==> src/logic/ssp_pkg.sv <==
// Constants, types and helpers for the synchronous serial shift port
package ssp_pkg;
  // Register byte addresses
  localparam logic [7:0] ADDR_CONTROL = 8'h00;
  localparam logic [7:0] ADDR_PORTCFG = 8'h04;
  localparam logic [7:0] ADDR_BUSY = 8'h08;
  localparam logic [7:0] ADDR_DATA = 8'h0C;
  localparam logic [7:0] ADDR_STATUS = 8'h10;
  localparam logic [7:0] ADDR_MASK = 8'h14;
  // Field positions
  localparam int CTRL_SELECT_BIT = 0;
  localparam int CTRL_RATE_LOW_BIT = 1;
  localparam int CTRL_RATE_HIGH_BIT = 2;
  localparam int CFG_OUT_BIT = 4;
  localparam int CFG_CLK_BIT = 5;
  localparam int CFG_PHASE_BIT = 6;
  localparam int BUSY_BIT = 0;
  localparam int DONE_BIT = 0;
  // Reset values
  localparam logic [1:0] RATE_RESET = 2'h0;
  localparam logic [7:0] DATA_RESET = 8'h00;
  localparam logic [31:0] READ_ZERO = 32'h0000_0000;
  // Shift geometry
  localparam int DATA_W = 8;
  localparam logic [3:0] LAST_BIT = 4'h7;
  localparam logic [3:0] CNT_ZERO = 4'h0;
  localparam logic [3:0] CNT_ONE = 4'h1;
  // Timing: instruction cycle and rate encodings
  localparam int CLK_NS = 4;
  localparam int TC_NS = 16;
  localparam int TC_CYCLES = (TC_NS + CLK_NS - 1) / CLK_NS;
  localparam logic [7:0] HALF_2TC = 8'(TC_CYCLES);
  localparam logic [7:0] HALF_4TC = 8'(2 * TC_CYCLES);
  localparam logic [7:0] HALF_8TC = 8'(4 * TC_CYCLES);
  localparam logic [7:0] DIV_ONE = 8'h01;
  localparam logic [7:0] DIV_ZERO = 8'h00;
  localparam logic [1:0] RATE_2TC = 2'h0;
  localparam logic [1:0] RATE_4TC = 2'h1;

  typedef struct packed {
    logic psel;
    logic penable;
    logic pwrite;
    logic [7:0] paddr;
    logic [31:0] pwdata;
  } ssp_apb_req_type;

  typedef struct packed {
    logic shiftClock;
    logic serialIn;
  } ssp_link_in_type;

  typedef struct packed {
    logic shiftClock;
    logic shiftClockOe;
    logic serialOut;
    logic serialOutOe;
  } ssp_link_out_type;

  typedef enum {SH_IDLE, SH_ACTIVE} ssp_state_type;

  // Half period of the generated clock, in ref_clk cycles
  function automatic logic [7:0] sspHalfPeriod(input logic [1:0] rate);
    if (rate == RATE_2TC) begin
      return HALF_2TC;
    end else if (rate == RATE_4TC) begin
      return HALF_4TC;
    end
    return HALF_8TC;
  endfunction
endpackage

==> src/logic/ssp_sync.sv <==
// Two-stage synchroniser for pin inputs
`timescale 1ns/1ns
module ssp_sync #(
  parameter int WIDTH = 2
) (
  input wire logic ref_clk,  // Core clock
  input wire logic reset,  // Sync reset, high
  input wire logic [WIDTH-1:0] asyncIn,  // Pin levels
  output logic [WIDTH-1:0] syncOut  // Synchronised levels
);
  logic [WIDTH-1:0] stage1_q;
  logic [WIDTH-1:0] stage2_q;

  always_ff @(posedge ref_clk) begin
    if (reset) begin
      stage1_q <= '0;
      stage2_q <= '0;
    end else begin
      stage1_q <= asyncIn;
      stage2_q <= stage1_q;
    end
  end

  assign syncOut = stage2_q;
endmodule

==> src/logic/ssp_shift_port.sv <==
// Synchronous serial shift port with APB registers
// Operation
// - Eight-bit shift register with serial in, serial out and shift clock.
// - Internal clock makes it master; external clock makes it slave.
// - Port works only while the select bit is one.
// - Master clock period is 2, 4 or 8 instruction cycles by rate bits.
// - Writing busy one starts shifting; hardware clears it after eight bits.
// - Software clearing busy stops shifting early.
// - Completion of eight bits raises an enabled interrupt.
// - Shift clock idles low when not shifting, both phases.
// - Master generates the clock and initiates every exchange.
// - Out config drives or floats serial out; clock config picks source.
// - Normal phase: sample on rising edge, shift on falling edge.
// - Alternate phase: shift register advances on rising edge.
// - Phase select sits in port G bit 6 configuration position.
// - Phase select is cleared by reset.
`timescale 1ns/1ns
module ssp_shift_port (
  input wire logic ref_clk,  // Core clock
  input wire logic reset,  // Sync reset, high
  input ssp_pkg::ssp_apb_req_type apbReq,  // APB request
  output logic [31:0] prdata,  // APB read data
  output logic pready,  // APB ready
  output logic pslverr,  // APB error
  input ssp_pkg::ssp_link_in_type linkIn,  // Pin inputs
  output ssp_pkg::ssp_link_out_type linkOut,  // Pin outputs and enables
  output logic irq  // Level interrupt
);
  import ssp_pkg::*;

  logic selectQ;
  logic [1:0] rateQ;
  logic outCfgQ;
  logic clkCfgQ;
  logic phaseQ;
  logic busyQ;
  logic [DATA_W-1:0] shiftQ;
  logic sampleQ;
  logic [3:0] bitCntQ;
  logic [7:0] divCntQ;
  logic sckQ;
  logic sckPrevQ;
  logic statusQ;
  logic maskQ;
  logic [31:0] prdataQ;
  logic errQ;
  ssp_state_type stateQ;
  ssp_state_type stateD;

  logic [1:0] syncPins;
  logic sckSync;
  logic siSync;
  logic setupPh;
  logic wrEn;
  logic [31:0] rdData;
  logic rdHit;
  logic active;
  logic masterMode;
  logic tick;
  logic rise;
  logic fall;
  logic shiftEdge;
  logic doneEv;
  logic dataWr;
  logic busyWr;

  // Pin inputs pass two flops first
  ssp_sync #(
    .WIDTH(2)
  ) u_sync (
    .ref_clk(ref_clk),
    .reset(reset),
    .asyncIn({linkIn.shiftClock, linkIn.serialIn}),
    .syncOut(syncPins)
  );
  assign sckSync = syncPins[1];
  assign siSync = syncPins[0];

  // APB decode
  assign setupPh = apbReq.psel & ~apbReq.penable;
  assign wrEn = apbReq.psel & apbReq.penable & apbReq.pwrite;
  assign dataWr = wrEn & (apbReq.paddr == ADDR_DATA);
  assign busyWr = wrEn & (apbReq.paddr == ADDR_BUSY);

  always_comb begin
    rdData = READ_ZERO;
    rdHit = 1'b1;
    if (apbReq.paddr == ADDR_CONTROL) begin
      rdData[CTRL_SELECT_BIT] = selectQ;
      rdData[CTRL_RATE_LOW_BIT] = rateQ[0];
      rdData[CTRL_RATE_HIGH_BIT] = rateQ[1];
    end else if (apbReq.paddr == ADDR_PORTCFG) begin
      rdData[CFG_OUT_BIT] = outCfgQ;
      rdData[CFG_CLK_BIT] = clkCfgQ;
      rdData[CFG_PHASE_BIT] = phaseQ;
    end else if (apbReq.paddr == ADDR_BUSY) begin
      rdData[BUSY_BIT] = busyQ;
    end else if (apbReq.paddr == ADDR_DATA) begin
      rdData[DATA_W-1:0] = shiftQ;
    end else if (apbReq.paddr == ADDR_STATUS) begin
      rdData[DONE_BIT] = statusQ;
    end else if (apbReq.paddr == ADDR_MASK) begin
      rdData[DONE_BIT] = maskQ;
    end else begin
      rdHit = 1'b0;
    end
  end

  // Read data and error captured in setup phase
  always_ff @(posedge ref_clk) begin
    if (reset) begin
      prdataQ <= READ_ZERO;
      errQ <= 1'b0;
    end else if (setupPh) begin
      prdataQ <= apbReq.pwrite ? READ_ZERO : rdData;
      errQ <= ~rdHit;
    end
  end

  assign prdata = prdataQ;
  assign pready = 1'b1;
  assign pslverr = apbReq.psel & apbReq.penable & errQ;

  // Control and configuration registers
  always_ff @(posedge ref_clk) begin
    if (reset) begin
      selectQ <= 1'b0;
      rateQ <= RATE_RESET;
    end else if (wrEn && apbReq.paddr == ADDR_CONTROL) begin
      selectQ <= apbReq.pwdata[CTRL_SELECT_BIT];
      rateQ <= {apbReq.pwdata[CTRL_RATE_HIGH_BIT], apbReq.pwdata[CTRL_RATE_LOW_BIT]};
    end
  end

  always_ff @(posedge ref_clk) begin
    if (reset) begin
      outCfgQ <= 1'b0;
      clkCfgQ <= 1'b0;
      phaseQ <= 1'b0;
    end else if (wrEn && apbReq.paddr == ADDR_PORTCFG) begin
      outCfgQ <= apbReq.pwdata[CFG_OUT_BIT];
      clkCfgQ <= apbReq.pwdata[CFG_CLK_BIT];
      phaseQ <= apbReq.pwdata[CFG_PHASE_BIT];
    end
  end

  // Engine state
  assign masterMode = clkCfgQ;
  assign active = busyQ & selectQ;

  always_comb begin
    stateD = stateQ;
    case (stateQ)
      SH_IDLE: begin
        if (active) begin
          stateD = SH_ACTIVE;
        end
      end
      SH_ACTIVE: begin
        if (!active) begin
          stateD = SH_IDLE;
        end
      end
      default: begin
        stateD = SH_IDLE;
      end
    endcase
  end

  always_ff @(posedge ref_clk) begin
    if (reset) begin
      stateQ <= SH_IDLE;
    end else begin
      stateQ <= stateD;
    end
  end

  // Master clock divider
  assign tick = masterMode & (stateQ == SH_ACTIVE) & active & (divCntQ == sspHalfPeriod(rateQ) - DIV_ONE);

  always_ff @(posedge ref_clk) begin
    if (reset) begin
      divCntQ <= DIV_ZERO;
      sckQ <= 1'b0;
    end else if (!active || !masterMode || stateQ != SH_ACTIVE) begin
      divCntQ <= DIV_ZERO;
      sckQ <= 1'b0;
    end else if (tick) begin
      divCntQ <= DIV_ZERO;
      sckQ <= ~sckQ;
    end else begin
      divCntQ <= divCntQ + DIV_ONE;
    end
  end

  always_ff @(posedge ref_clk) begin
    if (reset) begin
      sckPrevQ <= 1'b0;
    end else begin
      sckPrevQ <= sckSync;
    end
  end

  // Edges from own divider or synchronised pin
  always_comb begin
    if (masterMode) begin
      rise = tick & ~sckQ;
      fall = tick & sckQ;
    end else begin
      rise = (stateQ == SH_ACTIVE) & active & sckSync & ~sckPrevQ;
      fall = (stateQ == SH_ACTIVE) & active & ~sckSync & sckPrevQ;
    end
  end

  assign shiftEdge = phaseQ ? rise : fall;
  assign doneEv = fall & (bitCntQ == LAST_BIT);

  // Input sample on rising edge
  always_ff @(posedge ref_clk) begin
    if (reset) begin
      sampleQ <= 1'b0;
    end else if (rise) begin
      sampleQ <= siSync;
    end
  end

  // Shift register; software load wins
  always_ff @(posedge ref_clk) begin
    if (reset) begin
      shiftQ <= DATA_RESET;
    end else if (dataWr) begin
      shiftQ <= apbReq.pwdata[DATA_W-1:0];
    end else if (shiftEdge) begin
      shiftQ <= {shiftQ[DATA_W-2:0], phaseQ ? siSync : sampleQ};
    end
  end

  // Pulse counter, one per falling edge
  always_ff @(posedge ref_clk) begin
    if (reset) begin
      bitCntQ <= CNT_ZERO;
    end else if (stateQ != SH_ACTIVE) begin
      bitCntQ <= CNT_ZERO;
    end else if (fall) begin
      bitCntQ <= bitCntQ + CNT_ONE;
    end
  end

  // Busy flag
  always_ff @(posedge ref_clk) begin
    if (reset) begin
      busyQ <= 1'b0;
    end else if (!selectQ) begin
      busyQ <= 1'b0;
    end else if (doneEv) begin
      busyQ <= 1'b0;
    end else if (busyWr) begin
      busyQ <= apbReq.pwdata[BUSY_BIT];
    end
  end

  // Sticky completion status, write one to clear
  always_ff @(posedge ref_clk) begin
    if (reset) begin
      statusQ <= 1'b0;
    end else if (doneEv) begin
      statusQ <= 1'b1;
    end else if (wrEn && apbReq.paddr == ADDR_STATUS && apbReq.pwdata[DONE_BIT]) begin
      statusQ <= 1'b0;
    end
  end

  always_ff @(posedge ref_clk) begin
    if (reset) begin
      maskQ <= 1'b0;
    end else if (wrEn && apbReq.paddr == ADDR_MASK) begin
      maskQ <= apbReq.pwdata[DONE_BIT];
    end
  end

  assign irq = statusQ & maskQ;

  // Pins
  assign linkOut.shiftClock = sckQ;
  assign linkOut.shiftClockOe = selectQ & clkCfgQ;
  assign linkOut.serialOut = shiftQ[DATA_W-1];
  assign linkOut.serialOutOe = selectQ & outCfgQ;
endmodule

==> config.mk <==
export PLATFORM = sky130hd
export DESIGN_NAME = ssp_shift_port
export DESIGN_NICKNAME = d
export VERILOG_FILES = /design/src/logic/ssp_pkg.sv /design/src/logic/ssp_sync.sv /design/src/logic/ssp_shift_port.sv
export SDC_FILE = /design/constraint.sdc
export NUM_CORES = 1
export LEC_CHECK = 0
export ABC_AREA = 1
export BUFFER_PORTS_ARGS = -buffer_cell sky130_fd_sc_hd__buf_2
export CAP_MARGIN = 20
export CORE_ASPECT_RATIO = 1.25
export CORE_MARGIN = 5
export CORE_UTILIZATION = 38
export CTS_CLUSTER_DIAMETER = 100
export DETAILED_ROUTE_END_ITERATION = 10
export PLACE_DENSITY_LB_ADDON = 0.12
export SYNTH_ARGS = -nofsm -noshare
export SYNTH_HDL_FRONTEND = slang
export SYNTH_SLANG_ARGS = --single-unit
==> constraint.sdc <==
create_clock -name ref_clk -period 1.5 [get_ports ref_clk]
set_clock_uncertainty 0.1 [all_clocks]
set_input_delay 0.225 -clock ref_clk [delete_from_list [all_inputs] [get_ports ref_clk]]
set_output_delay 0.225 -clock ref_clk [all_outputs]
set_load 0.02 [all_outputs]
==> impl_metrics.env <==
export IMPL_path_cells="ha_4 > nand3_4 > nor2_4 > nand4_1 > nand2_2 > nand2_4 > nand3_4 > nand2_1 > nand2_1 > nor2_1"
export IMPL_drc=0
export IMPL_multi_input_area_um2=1400
export IMPL_routed_via_density=4.34
export IMPL_max_freq_ghz=0.643
export IMPL_clkLatencyLatePin_ns=0.30
export IMPL_cts_tree="done"
export IMPL_route_vias_total=2235
export IMPL_ys_ff_latch=46
export IMPL_grt_pass1_wl_mm=9.53
export IMPL_seqCellArea_um2=930
export IMPL_fin_crit_ns=1.56
export IMPL_cp_max_fo=8
export IMPL_synth_top_family_by_area="simple AND/OR/NAND/NOR gates"
export IMPL_die_area_um2=8500
export IMPL_syn_area_per_cell_um2=7.26
export IMPL_synthFlopType="dfxtp_1"
export IMPL_ant_nets=0
export IMPL_grt_busiest_layer="met2"
export IMPL_end_kind="flop"
export IMPL_synth_edf_count=0
export IMPL_dpl_cell_area_um2=3030
export IMPL_vdd_drop_max_mv=0.402
export IMPL_hold_viol_final=0
export IMPL_dr_pass1_iters=4
export IMPL_final_max_slew_viol_count=0
export IMPL_nets=477
export IMPL_gr_usage_met1_pct=16.1
export IMPL_hpwl_mm=4.44
export IMPL_min_period_over_period_pct=104
export IMPL_cpMaxStageDelayCell="dfxtp_2"
export IMPL_cp_arrival_ns=1.65
export IMPL_pin_count=86
export IMPL_dieWidth_um=83.5
export IMPL_portBuffers=36
export IMPL_synth_xor_area_share_pct=1.37
export IMPL_final_cell_area_um2=3220
export IMPL_area_growth_syn_to_layout_pct=25.5
export IMPL_finalSetupViolations=8
export IMPL_p_per_area_nw_per_um2=697
export IMPL_grt_max_degree=16
export IMPL_grt_pass1_vias=2098
export IMPL_diodes=0
export IMPL_synth_warnings=0
export IMPL_yosys_area_top_type_share_pct=35.9
export IMPL_reg2reg_depth=10
export IMPL_critPathLaunchType="flop"
export IMPL_root_buffer="clkbuf_8"
export IMPL_clk_pin_slew_ns=0.09
export IMPL_cts_max_path_buffers=2
export IMPL_synth_cells=353
export IMPL_start_util_pct=39.1
export IMPL_yosysSeqAreaShare_pct=35.9
export IMPL_synth_compound_area_share_pct=11.4
export IMPL_tns_ns=-0.391
export IMPL_worst_slack_ns=-0.0563
export IMPL_async_flop_share_pct=0
export IMPL_outcome="finished with violations"
export IMPL_cts_made_buffers=5
export IMPL_timing_max_cap_violations=0
export IMPL_htree_levels=2
export IMPL_p_leak_nw=1.50
export IMPL_synth_area_um2=2560
export IMPL_rows=33
export IMPL_synthTopCellsByArea="dfxtp_1, nand2_1, buf_4, inv_1, nor2_1"
export IMPL_rsz0062_at_grt="true"
export IMPL_fill_cells=679
export IMPL_wl_mm=5.77
export IMPL_worst_hold_slack_ns=0.0219
export IMPL_wl_per_cell_um=11.2
export IMPL_synth_top_cell_by_area="dfxtp_1"
export IMPL_antenna_found_initial=0
export IMPL_drtIter0Drc=100
export IMPL_overflow=0
export IMPL_max_stage_delay_ns=0.36
export IMPL_coreArea_um2=6570
export IMPL_whs_path_depth=3
export IMPL_layout_drive_gt1_share_pct=33.4
export IMPL_cts_sinks=46
export IMPL_gp_congestion=0.808
export IMPL_grtUsageTotal_pct=13.9
export IMPL_synth_fa_ha_area_share_pct=1.46
export IMPL_crit_required_ns=1.60
export IMPL_yosys_area_share_simple_pct=32.0
export IMPL_violations="negative setup slack"
export IMPL_grt_use_met3_pct=3.55
export IMPL_die_y_um=102
export IMPL_hp_class="input pin to flop"
export IMPL_grtUsageMet2_pct=25.5
export IMPL_critical_path_class="flop to flop"
export IMPL_synth_distinct_cells=38
export IMPL_muxShareOfSynthArea_pct=0
power breakdown:
group | leakage, nW | internal (W) | switching [W]
Sequential | 0.375 | 0.00124 | 0.0000122
Clock | 0.0452 | 0.000329 | 0.000423
Combinational | 1.08 | 0.0000825 | 0.000158
Total | 1.50 | 0.00165 | 0.000594
state kept, by name, indices dropped and copies added (netlist names), 2 cells and up:
signal and cells:
divCntQ 8, prdata 8, shiftQ 8, bitCntQ 4
rateQ 2, u_sync.stage1_q 2, u_sync.syncOut 2
placed cells by master (no fill, tap or decap), types with 5 or more instances in the layout:
cell      synthesis  final
clkbuf_8          0      5
o21ai_0          10      9
inv_1            50     47
nor2_1           34     31
a21oi_1          22     19
buf_2             0     36
conb_1            2     25
inv_2             2      5
dfxtp_1          46     39
nand3_1          20     18
dfxtp_2           0      7
buf_4            27     38
nor2_2           12     13
o21ai_2           7      7
nand2_1          72     70
logic make-up after synthesis:
group                    Yosys count
buffers and inverters             85
other                              2
AND/OR/NAND/NOR                  164
AO/OA/AOI/OAI                     49
XOR/XNOR                           4
flip-flops                        46
adder cells (fa/ha/maj)            3
per-layer routing:
metal | vias up | routed length (um)
met4 | 0 | 75
met5 | - | 0
met3 | 5 | 240
met2 | 34 | 2980
met1 | 995 | 2480
li1 | 1201 | -
path summary, 6_finish.rpt:
path	start	end	slack (ns)
worst max register to register	divCntQ[0]	shiftQ[1]	-0.06
worst max-delay path	divCntQ[0]	shiftQ[1]	-0.06
worst min-delay path	linkIn[1]	u_sync.stage1_q[1]	0.02
worst min register to register	u_sync.stage1_q[0]	u_sync.syncOut[0]	0.31
metrics by stage:
step	utilization, %	power (W)	worst slack, ns	instances
2_1_floorplan	-	0.00148	-0.0728	376
3_3_place_gp	46.1	0.00151	-0.133	503
3_5_place_dp	46.1	0.00152	-0.137	503
4_1_cts	48.5	0.00228	-0.0570	514
5_1_grt	49.0	0.00236	-0.160	515
6_report	49.0	0.00224	-0.0563	515
worst max-delay path, delay by kind of cell (launching register included):
family | cells | cell delay (ns)
flip-flops | 1 | 0.36
AND/OR/NAND/NOR | 9 | 0.82
adder cells (fa/ha/maj) | 1 | 0.15
synth_stat cells, drive strengths merged (2+ instances only):
cell type	count
nand2	78
inv	52
nor2	49
dfxtp	46
buf	30
a21oi	22
nand3	22
o21ai	18
nor3	5
nand4	4
o211ai	4
clkbuf	3
ha	3
a31oi	2
and3	2
conb	2
nand3b	2
xnor2	2
xor2	2
area by class of cell:
type | instances | area share (%)
tap | 87 | 3.38
clock inverter | 2 | 0.428
multi-input combinational | 246 | 43.5
clock buffer | 6 | 2.26
sequential | 46 | 28.9
timing repair buffer | 76 | 15.4
inverter | 52 | 6.07
timing repair:
action,CTS,global route
setup endpoints to repair,12,21
hold buffers,0,0
gates resized for setup,8,11
buffers inserted,2,1
pin swaps,10,7
gates cloned,1,0
(Power assumes the default switching activity.)
